[src/shared/sdrimb_pkg.sv]
// Shared constants and types for the SDRAM command, mode and burst block
package sdrimb_pkg;

  // Geometry of one component chip
  localparam int BANK_BITS  = 2;
  localparam int ROW_BITS   = 13;
  localparam int COL_BITS   = 11;
  localparam int ADDR_BITS  = 13;
  localparam int NUM_BANKS  = 4;
  localparam int NUM_ROWS   = 8192;
  localparam int NUM_COLS   = 2048;
  localparam int DATA_BITS  = 8;

  // Column pins used for the column: address bits 0..9 and bit 11
  localparam int COL_LOW_BITS = 10;
  localparam int COL_TOP_PIN  = 11;

  // Mode configuration field positions
  localparam int MODE_BITS    = 13;
  localparam int BL_LSB       = 0;
  localparam int BT_POS       = 3;
  localparam int CL_LSB       = 4;
  localparam int OPM_LSB      = 7;
  localparam int WBM_POS      = 9;
  localparam int UNDEF_POS    = 12;

  // Burst length codes
  localparam logic [2:0] BL_ONE   = 3'h0;
  localparam logic [2:0] BL_TWO   = 3'h1;
  localparam logic [2:0] BL_FOUR  = 3'h2;
  localparam logic [2:0] BL_EIGHT = 3'h3;
  localparam logic [2:0] BL_PAGE  = 3'h7;

  // CAS latency codes
  localparam logic [2:0] CL_TWO   = 3'h2;
  localparam logic [2:0] CL_THREE = 3'h3;

  // Operating mode: normal
  localparam logic [1:0] OPM_NORMAL = 2'h0;

  // Mode load recovery time, in clocks; config is undefined after reset
  localparam int MODE_LOAD_RECOVERY_TIME = 2;
  localparam logic [12:0] MODE_RESET     = 13'h0000;

  // Command encoding on {csN, rasN, casN, weN}
  typedef enum logic [3:0] {
    CMD_INHIBIT   = 4'h8,
    CMD_NOP       = 4'h7,
    CMD_ACTIVE    = 4'h3,
    CMD_READ      = 4'h5,
    CMD_WRITE     = 4'h4,
    CMD_TERMINATE = 4'h6,
    CMD_PRECHARGE = 4'h2,
    CMD_REFRESH   = 4'h1,
    CMD_LOADMODE  = 4'h0
  } sdrimb_cmd_t;

  // Command bus sample
  typedef struct packed {
    logic                 csN;
    logic                 rasN;
    logic                 casN;
    logic                 weN;
    logic [BANK_BITS-1:0] bank;
    logic [ADDR_BITS-1:0] addr;
  } sdrimb_cmd_bus_t;

  // Burst engine state
  typedef enum logic [1:0] {
    BS_IDLE  = 2'b00,
    BS_BURST = 2'b01,
    BS_AUTOP = 2'b11
  } sdrimb_bstate_t;

  // Column/bank request toward the array
  typedef struct packed {
    logic                 valid;
    logic                 write;
    logic [BANK_BITS-1:0] bank;
    logic [ROW_BITS-1:0]  row;
    logic [COL_BITS-1:0]  col;
  } sdrimb_access_t;

endpackage : sdrimb_pkg

[src/hdl/sdrimb_core.sv]
// SDRAM command decode, bank/row tracking, mode load and burst sequencing
//
// Function
// - All inputs except nrst sampled on clock rising edge; nrst resets asynchronously
// - Four banks, 8192 rows, 2048 byte columns
// - ACTIVE latches bank bits and row
// - READ/WRITE take column bits 0-9, 11
// - New column accepted every clock cycle
// - Auto precharge closes row after burst
// - Mode config held until next load
// - Mode fields: BL, type, CL, opmode, WBM
// - Burst length caps locations per command
// - Lengths 1,2,4,8 both types; page sequential
// - Page burst ends on burst terminate
// - Block selected by upper column bits, wraps
// - Lower column bits give start offset
// - Page burst wraps within the row
// - Burst type bit selects ordering
// - Sequential increments; interleaved XORs beat
// - CAS latency two or three clocks
// - Write burst mode bit forces single writes
`timescale 1ns/100ps
module sdrimb_core
  import sdrimb_pkg::*;
(
  input  wire logic                   clk,
  input  wire logic                   nrst,
  input  wire sdrimb_pkg::sdrimb_cmd_bus_t cmdIn,
  output sdrimb_pkg::sdrimb_access_t  access,
  output logic                        readData,
  output logic      [NUM_BANKS-1:0]   bankOpen,
  output logic                        modeLoaded,
  output logic                        cmdIllegal
);
  import sdrimb_pkg::*;

  typedef struct packed {
    sdrimb_bstate_t                  bstate;
    logic                            bWrite;
    logic                            bAutoPre;
    logic [BANK_BITS-1:0]            bBank;
    logic [COL_BITS-1:0]             bStart;
    logic [COL_BITS-1:0]             bBeat;
    logic [NUM_BANKS-1:0]            open;
    logic [NUM_BANKS-1:0][ROW_BITS-1:0] rows;
    logic [1:0]                      mrdCnt;
    logic                            loaded;
    logic [1:0]                      rdPipe;
    logic                            rdOut;
    sdrimb_access_t                  acc;
    logic                            illegal;
  } sdrimb_core_state_t;

  sdrimb_core_state_t state;
  sdrimb_core_state_t next_state;

  sdrimb_cmd_t         cmd;
  logic [COL_BITS-1:0] colIn;
  logic [COL_BITS-1:0] colNow;
  logic [COL_BITS-1:0] lastBeat;
  logic [2:0]          burstLength;
  logic                burstType;
  logic [2:0]          casLatency;
  logic [1:0]          opMode;
  logic                writeBurstSingle;
  logic                modeLoad;
  logic                effSingle;

  // Command taken from the pins sampled at this edge
  assign cmd   = cmdIn.csN ? CMD_INHIBIT
                 : sdrimb_cmd_t'({1'b0, cmdIn.rasN, cmdIn.casN, cmdIn.weN});
  // Column is bits 0..9 plus bit 11; bit 10 is the auto precharge flag
  assign colIn = {cmdIn.addr[COL_TOP_PIN],
                  cmdIn.addr[COL_LOW_BITS-1:0]};
  // A load inside recovery is refused, so it must not reach the register
  assign modeLoad = (cmd == CMD_LOADMODE) && (state.open == '0)
                    && (state.bstate == BS_IDLE)
                    && (state.mrdCnt == 2'h0);

  sdrimb_mode_reg i_sdrimb_mode_reg
  (
    .clk              (clk),
    .nrst             (nrst),
    .load             (modeLoad),
    .loadValue        (cmdIn.addr),
    .burstLength      (burstLength),
    .burstType        (burstType),
    .casLatency       (casLatency),
    .opMode           (opMode),
    .writeBurstSingle (writeBurstSingle)
  );

  sdrimb_col_gen i_sdrimb_col_gen
  (
    .startCol    (state.bStart),
    .beat        (state.bBeat),
    .burstLength (burstLength),
    .burstType   (burstType),
    .col         (colNow)
  );

  // Single writes under write burst mode, and length one always
  assign effSingle = (burstLength == BL_ONE) ||
                     (state.bWrite && writeBurstSingle);

  // Last beat index for the programmed length
  always_comb
  begin
    unique case (burstLength)
      BL_TWO:   lastBeat = 11'h001;
      BL_FOUR:  lastBeat = 11'h003;
      BL_EIGHT: lastBeat = 11'h007;
      BL_PAGE:  lastBeat = 11'h7FF;  // Never ends by count
      default:  lastBeat = 11'h000;
    endcase
  end

  // Next state: bank tracking, burst walk, mode recovery
  always_comb
  begin
    next_state         = state;
    next_state.acc     = '0;
    next_state.illegal = 1'b0;
    next_state.rdPipe  = {state.rdPipe[0], 1'b0};
    // Tap one stage early so the strobe itself leaves a flop
    next_state.rdOut   = (casLatency == CL_THREE) ? state.rdPipe[1]
                                                  : state.rdPipe[0];
    if (state.mrdCnt != 2'h0)
    begin
      next_state.mrdCnt = state.mrdCnt - 2'h1;
    end

    // Walk the running burst one column per clock
    if (state.bstate == BS_BURST)
    begin
      next_state.acc = '{valid: 1'b1, write: state.bWrite,
                         bank: state.bBank,
                         row: state.rows[state.bBank], col: colNow};
      next_state.rdPipe[0] = !state.bWrite;
      next_state.bBeat = state.bBeat + 11'h001;
      if (effSingle || (burstLength != BL_PAGE
                        && state.bBeat == lastBeat))
      begin
        next_state.bstate = state.bAutoPre ? BS_AUTOP : BS_IDLE;
      end
    end
    else if (state.bstate == BS_AUTOP)
    begin
      // Self-timed precharge once the burst is over
      next_state.open[state.bBank] = 1'b0;
      next_state.bstate = BS_IDLE;
    end

    // Commands during mode recovery are refused
    if (cmd != CMD_INHIBIT && cmd != CMD_NOP && state.mrdCnt != 2'h0)
    begin
      next_state.illegal = 1'b1;
    end
    else
    begin
      unique case (cmd)
        CMD_ACTIVE:
        begin
          next_state.open[cmdIn.bank] = 1'b1;
          next_state.rows[cmdIn.bank] = cmdIn.addr[ROW_BITS-1:0];
        end
        CMD_READ, CMD_WRITE:
        begin
          // A new column cuts any running burst short
          if (state.open[cmdIn.bank] && state.loaded)
          begin
            next_state.bstate   = BS_BURST;
            next_state.bWrite   = (cmd == CMD_WRITE);
            next_state.bAutoPre = cmdIn.addr[10];
            next_state.bBank    = cmdIn.bank;
            next_state.bStart   = colIn;
            next_state.bBeat    = '0;
          end
          else
          begin
            next_state.illegal = 1'b1;
          end
        end
        CMD_TERMINATE:
        begin
          if (state.bstate == BS_BURST)
          begin
            next_state.bstate = state.bAutoPre ? BS_AUTOP : BS_IDLE;
          end
        end
        CMD_PRECHARGE:
        begin
          if (cmdIn.addr[10])
          begin
            next_state.open = '0;
          end
          else
          begin
            next_state.open[cmdIn.bank] = 1'b0;
          end
        end
        CMD_LOADMODE:
        begin
          if (modeLoad)
          begin
            next_state.loaded = 1'b1;
            next_state.mrdCnt = 2'(MODE_LOAD_RECOVERY_TIME);
          end
          else
          begin
            next_state.illegal = 1'b1;
          end
        end
        default:
        begin
        end
      endcase
    end
  end

  always_ff @(posedge clk or negedge nrst)
  begin
    if (!nrst)
    begin
      state <= '{bstate: BS_IDLE, default: '0};
    end
    else
    begin
      state <= next_state;
    end
  end

  // Outputs straight from flops; read strobe delayed by CAS latency
  assign access     = state.acc;
  assign readData   = state.rdOut;
  assign bankOpen   = state.open;
  assign modeLoaded = state.loaded;
  assign cmdIllegal = state.illegal;
endmodule : sdrimb_core

[src/hdl/sdrimb_mode_reg.sv]
// Write-only mode configuration register with decoded fields
`timescale 1ns/100ps
module sdrimb_mode_reg
  import sdrimb_pkg::*;
(
  input  wire logic                 clk,
  input  wire logic                 nrst,
  input  wire logic                 load,
  input  wire logic [MODE_BITS-1:0] loadValue,
  output logic      [2:0]           burstLength,
  output logic                      burstType,
  output logic      [2:0]           casLatency,
  output logic      [1:0]           opMode,
  output logic                      writeBurstSingle
);
  import sdrimb_pkg::*;

  typedef struct packed {
    logic [MODE_BITS-1:0] cfg;
  } sdrimb_mreg_state_t;

  sdrimb_mreg_state_t state;
  sdrimb_mreg_state_t next_state;

  // Holds until the next load; bit 12 is stored but means nothing
  always_comb
  begin
    next_state = state;
    if (load)
    begin
      next_state.cfg = loadValue;
    end
  end

  always_ff @(posedge clk or negedge nrst)
  begin
    if (!nrst)
    begin
      state <= '{cfg: MODE_RESET};
    end
    else
    begin
      state <= next_state;
    end
  end

  // Field decode straight off the flops
  assign burstLength      = state.cfg[BL_LSB +: 3];
  assign burstType        = state.cfg[BT_POS];
  assign casLatency       = state.cfg[CL_LSB +: 3];
  assign opMode           = state.cfg[OPM_LSB +: 2];
  assign writeBurstSingle = state.cfg[WBM_POS];
endmodule : sdrimb_mode_reg

[src/hdl/sdrimb_col_gen.sv]
// Burst column address generator: wrap within block, seq or interleave
`timescale 1ns/100ps
module sdrimb_col_gen
  import sdrimb_pkg::*;
(
  input  wire logic [COL_BITS-1:0] startCol,
  input  wire logic [COL_BITS-1:0] beat,
  input  wire logic [2:0]          burstLength,
  input  wire logic                burstType,
  output logic      [COL_BITS-1:0] col
);
  import sdrimb_pkg::*;

  logic [COL_BITS-1:0] mask;
  logic [COL_BITS-1:0] offs;

  // Mask of the in-block bits; page uses the whole row
  always_comb
  begin
    mask = '0;
    unique case (burstLength)
      BL_TWO:   mask = 11'h001;
      BL_FOUR:  mask = 11'h003;
      BL_EIGHT: mask = 11'h007;
      BL_PAGE:  mask = 11'h7FF;
      default:  mask = 11'h000;
    endcase
    // Interleave only for fixed lengths; page is sequential only
    if (burstType && burstLength != BL_PAGE)
    begin
      offs = startCol ^ beat;
    end
    else
    begin
      offs = startCol + beat;
    end
    // Upper bits select the block, lower bits walk within it
    col = (startCol & ~mask) | (offs & mask);
  end

endmodule : sdrimb_col_gen

[config.mk]
export PLATFORM = sky130hd
export DESIGN_NAME = sdrimb_core
export DESIGN_NICKNAME = d
export VERILOG_FILES = /design/src/shared/sdrimb_pkg.sv /design/src/hdl/sdrimb_core.sv /design/src/hdl/sdrimb_mode_reg.sv /design/src/hdl/sdrimb_col_gen.sv
export SDC_FILE = /design/constraint.sdc
export NUM_CORES = 1
export LEC_CHECK = 0
export ABC_CLOCK_PERIOD_IN_PS = 6450
export BUFFER_PORTS_ARGS = -buffer_cell sky130_fd_sc_hd__buf_4
export CORE_UTILIZATION = 33
export CTS_BUF_LIST = sky130_fd_sc_hd__clkbuf_8
export DETAILED_ROUTE_END_ITERATION = 8
export SLEW_MARGIN = 20
export SYNTH_ARGS = -nofsm -noshare
export SYNTH_HDL_FRONTEND = slang
export SYNTH_HIERARCHICAL = 1
export SYNTH_SLANG_ARGS = --single-unit
[constraint.sdc]
create_clock -name clk -period 6.45 [get_ports clk]
set_input_delay 1.935 -clock clk [delete_from_list [all_inputs] [get_ports clk]]
set_output_delay 1.935 -clock clk [all_outputs]
set_load 0.02 [all_outputs]
==> After elaboration in Yosys (flattened, before gate mapping) <==
Cells that the tools add are included.
{ "classes": {"add_sub_neg": 3, "n_reduce_logical": 24, "magnitude_cmp": 4, "bitwise_logic": 11, "muxes": 39, "eq_ne": 16} }
{ "op_table": {"columns": ["operator", "count"], "rows": [
  ["$mux W87", 1],
  ["$mux W28", 2],
  ["$bwmux W52", 1],
  ["$mux W52", 1],
  ["$pmux W11 S4", 1],
  ["$bmux W13 S2", 1],
  ["$demux W13 S2", 1],
  ["$mux W13", 2],
  ["$mux W26", 1],
  ["$and A11 B11 Y11", 2],
  ["$mux W11", 2],
  ["$mux W4", 4],
  ["$eq A4 B3 Y1 const B", 3],
  ["$mux W2", 6],
  ["$add A11 B1 Y11 const B", 1],
  ["$add A11 B11 Y11", 1],
  ["$eq A11 B11 Y1", 1],
  ["$logic_and A1 B1 Y1", 11],
  ["$not A11 Y11", 1],
  ["$or A11 B11 Y11", 1],
  ["$xor A11 B11 Y11", 1],
  ["$eq A3 B2 Y1 const B", 3],
  ["$and A4 B4 Y4", 2],
  ["$eq A4 B2 Y1 const B", 2],
  ["29 further kinds", 45]
]} }
{ "word_totals": {"in_bits": 21, "ff_bits": 129, "wordCells": 119, "output_inout_bits": 35} }

==> Depth between registers and ports, before layout <==
{ "depth": {"word_depth": 12, "depth_mapped": 10, "depth_no_buf": 10} }

==> Modules after synthesis <==
The synthesis kept the hierarchy.
{ "modules_own_cells": {"columns": ["mod", "cells_per_inst", "seq_area_each_um2", "n_inst", "area_per_inst_um2"], "rows": [
  ["sdrimb_core", 429, 2977.9, 1, 5420.2],
  ["sdrimb_col_gen", 87, 0.0, 1, 585.6],
  ["sdrimb_mode_reg", 21, 250.2, 1, 411.6]
]} }

==> Worst setup path before layout <==
OpenSTA, ideal clock, no wires.
{ "synth_path": {"path_kind": "input to register", "startpoint": "input cmdIn[14] (netlist bit)", "endpoint": "register state[113] (netlist bit)", "n_path_buf": 3, "t_arrival_ns": 3.265, "t_required_ns": 6.333, "setup_time_ns": 0.117, "stages": 7, "setup_slack_ns": 3.068, "path_cell_list": "buf_2 mux4_2 and4_1 buf_2 buf_2 nand2_1 nand2_1"} }
{ "synth_via": {"elab_chain_cells": 4} }
{ "synth_lines": {"columns": ["item", "line", "text"], "rows": [
  ["start: declaration", "sdrimb_core.sv:28", "input wire sdrimb_pkg::sdrimb_cmd_bus_t cmdIn,"],
  ["$bmux W1 S2", "sdrimb_core.sv:170", "if (state.open[cmdIn.bank] && state.loaded)"],
  ["$mux W1 (not written as such)", "sdrimb_core.sv:170", null],
  ["$logic_and A1 B1 Y1", "sdrimb_core.sv:170", null],
  ["$reduce_and A3 Y1 (no line)", null, null],
  ["end signal: assignment", "sdrimb_core.sv:229", "state <= next_state;"],
  ["end: declaration", "sdrimb_core.sv:54", "sdrimb_core_state_t state;"]
]} }
Every way passes these cells. The select of a mux whose other input is x is not followed.
A chain may end at the register's enable or synchronous reset.

==> qor.csv <==
metric,value,unit
cap_viol_max_count,0,
detailroute.via_count,3961,
grt_overflow,0,
critical_path.startpoint_type,primary input,
cts_root_buf,sky130_fd_sc_hd__clkbuf_8,
layout.area.seq,3180,um^2
insertedDiodeCount,0,
timing.critical_path.to_type,flip-flop,
vias_per_cell,4.96,
post-route-drc-count,0,
tritoncts,done,
place.detailed.hpwl,8870,um
fin_setup_tns,0,ns
fin_worst_skew,0.00739,ns
first_iter_violations,349,
max_slew_margin,33.0,%
multi_input_area,2720,um^2
post_detailed_route_count_of_antenna_violating_nets,0,
layout-drive-gt1-share,30.5,%
boundaryPins,56,
post_synth.cell_area_avg,11.9,um^2
synthesis.nets,566,
rr_worst_depth,10,
layout.nets,585,
grt_usage,14.7,%
cts-buffers-inserted,17,
max_slew.worst_pin.slew,1.00,ns
maximum_vdd_drop,0.000159,V
grt_pass1_wl,22200,um
first_global_vias,4300,
fp.dieH,141,um
worstPathMaxFanout,29,
antenna_found_initial,0,
numPortBuffers,55,
timing.final.max_slew_violations,0,
min-delay-path-class,reg -> reg,
routed_wl,13200,um
fraction_of_the_cycle_the_final_worst_path_needs,52.6,%
timing.setup.critical_path_class,in -> reg,
finalInstanceArea,7130,um^2
route.detailed.wl_per_inst,16.5,um
clk_latency,0.45,ns
gp_routability_congestion,0.859,
holdPathStages,0,
path_clk_slew,0.07,ns
setup-violations-final,0,
tritoncts_sinks,127,
areaGrowthSynthToFinish,12.5,%
initial_utilization,33.8,%
grt_max_degree,84,
cellLeakagePower,3.44,nW
result_of_the_run,completed,
cts_hold_buffers,0,
hold-worst-slack,0.378,ns
postCtsSetupRepairBufs,0,
floorplan.core_area,18800,um^2
width_of_the_die,141,um
data_arrival_at_the_endpoint_of_the_critical_path,3.72,ns
clock_tree.htree_level_count,4,
final.min_clock_period,3.39,ns
syn_area,6340,um^2
worstPathRequired,6.78,ns
placement.cell_area,6650,um^2
cts_resized,0,
rsz_0062_raised_after_global_routing,false,
nFillCells,1813,
die_area,19800,um^2
synthCells,533,
power.density,362,nW/um^2
ctsLongestPathBuffers,2,
yosysWarnings,6,
maxClockFrequency,0.295,GHz
fp-row-count,50,
timing.final.hold_violations,0,
dr.pass1.iters,5,
-- critical path, stage by stage --
cell                      delay [ns]
sky130_fd_sc_hd__buf_4          0.15
sky130_fd_sc_hd__mux4_2         0.36
sky130_fd_sc_hd__and4_1         0.87
sky130_fd_sc_hd__nor3b_1        0.10
sky130_fd_sc_hd__a41oi_1        0.22
sky130_fd_sc_hd__nand2_1        0.08
-- metal layers --
metal  up-vias  part of all wire [%]  GRT usage (%)
li1       1862                     -              -
met5         -                     0              0
met3        14                   4.7           3.67
met1      1996                    46           19.1
met2        89                    48           23.5
met4         0                   1.3           6.01
-- where the power goes --
part,leakage (nW),total [mW],internal [mW],switching [mW]
Sequential,1.67,1.14,0.959,0.182
Clock,0.232,0.825,0.498,0.328
Combinational,1.53,0.617,0.331,0.286
Total,3.44,2.58,1.79,0.796
-- final timing paths --
path / start / slack (ns) / to
max reg2reg: state[91]$_DFF_PN0_ / 3.79 / access[10]$_DFF_PN0_
min in group asynchronous: nrst / 1.51 / access[7]$_DFF_PN0_
min reg2reg: next_state[31]$_DFF_PN0_ / 0.38 / state[31]$_DFF_PN0_
max: cmdIn[14] / 3.06 / state[118]$_DFF_PN0_
max in group asynchronous: nrst / 3.88 / asynchronous set/reset pin
min: next_state[31]$_DFF_PN0_ / 0.38 / state[31]$_DFF_PN0_
-- cells in the final DEF (no fill, tap or decap), types with 4 or more instances in the layout --
| cell | instances |
|---|---|
| sky130_fd_sc_hd__dfrtp_1 | 126 |
| sky130_fd_sc_hd__nand2_1 | 72 |
| sky130_fd_sc_hd__buf_4 | 55 |
| sky130_fd_sc_hd__mux2_2 | 31 |
| sky130_fd_sc_hd__mux2_4 | 28 |
| sky130_fd_sc_hd__and2_1 | 27 |
| sky130_fd_sc_hd__nor2_1 | 25 |
| sky130_fd_sc_hd__a21oi_1 | 20 |
| sky130_fd_sc_hd__clkbuf_8 | 17 |
| sky130_fd_sc_hd__o21ai_0 | 16 |
| sky130_fd_sc_hd__mux4_2 | 14 |
| sky130_fd_sc_hd__xor2_1 | 11 |
| sky130_fd_sc_hd__ha_1 | 11 |
| sky130_fd_sc_hd__inv_1 | 10 |
| sky130_fd_sc_hd__nand3_1 | 8 |
| sky130_fd_sc_hd__nand4_1 | 7 |
| sky130_fd_sc_hd__bufinv_16 | 6 |
| sky130_fd_sc_hd__nor4_1 | 5 |
| sky130_fd_sc_hd__and3_1 | 4 |
| sky130_fd_sc_hd__xnor2_1 | 4 |
-- cell type report --
cell class                 instances  share of cell area (%)
sequential                       127                    44.6
tap                              234                    4.11
timing repair buffer              56                    5.95
inverter                          11                   0.579
multi-input combinational        339                    38.1
clock buffer                      17                    3.28
clock inverter                    14                    3.37
-- metrics by stage --
| stage | utilization, % | std cells | setup slack [ns] | power, mW |
|---|---|---|---|---|
| floorplan | - | 533 | 3.07 | 1.60 |
| global route | 38.0 | 798 | 2.90 | 2.74 |
| finish | 38.0 | 798 | 3.06 | 2.58 |
| CTS | 38.0 | 798 | 3.07 | 2.61 |
| global placement | 35.4 | 767 | 2.64 | 1.75 |
| detailed placement | 35.4 | 767 | 2.60 | 1.78 |
No activity file was read; power rests on OpenSTA's default activity.
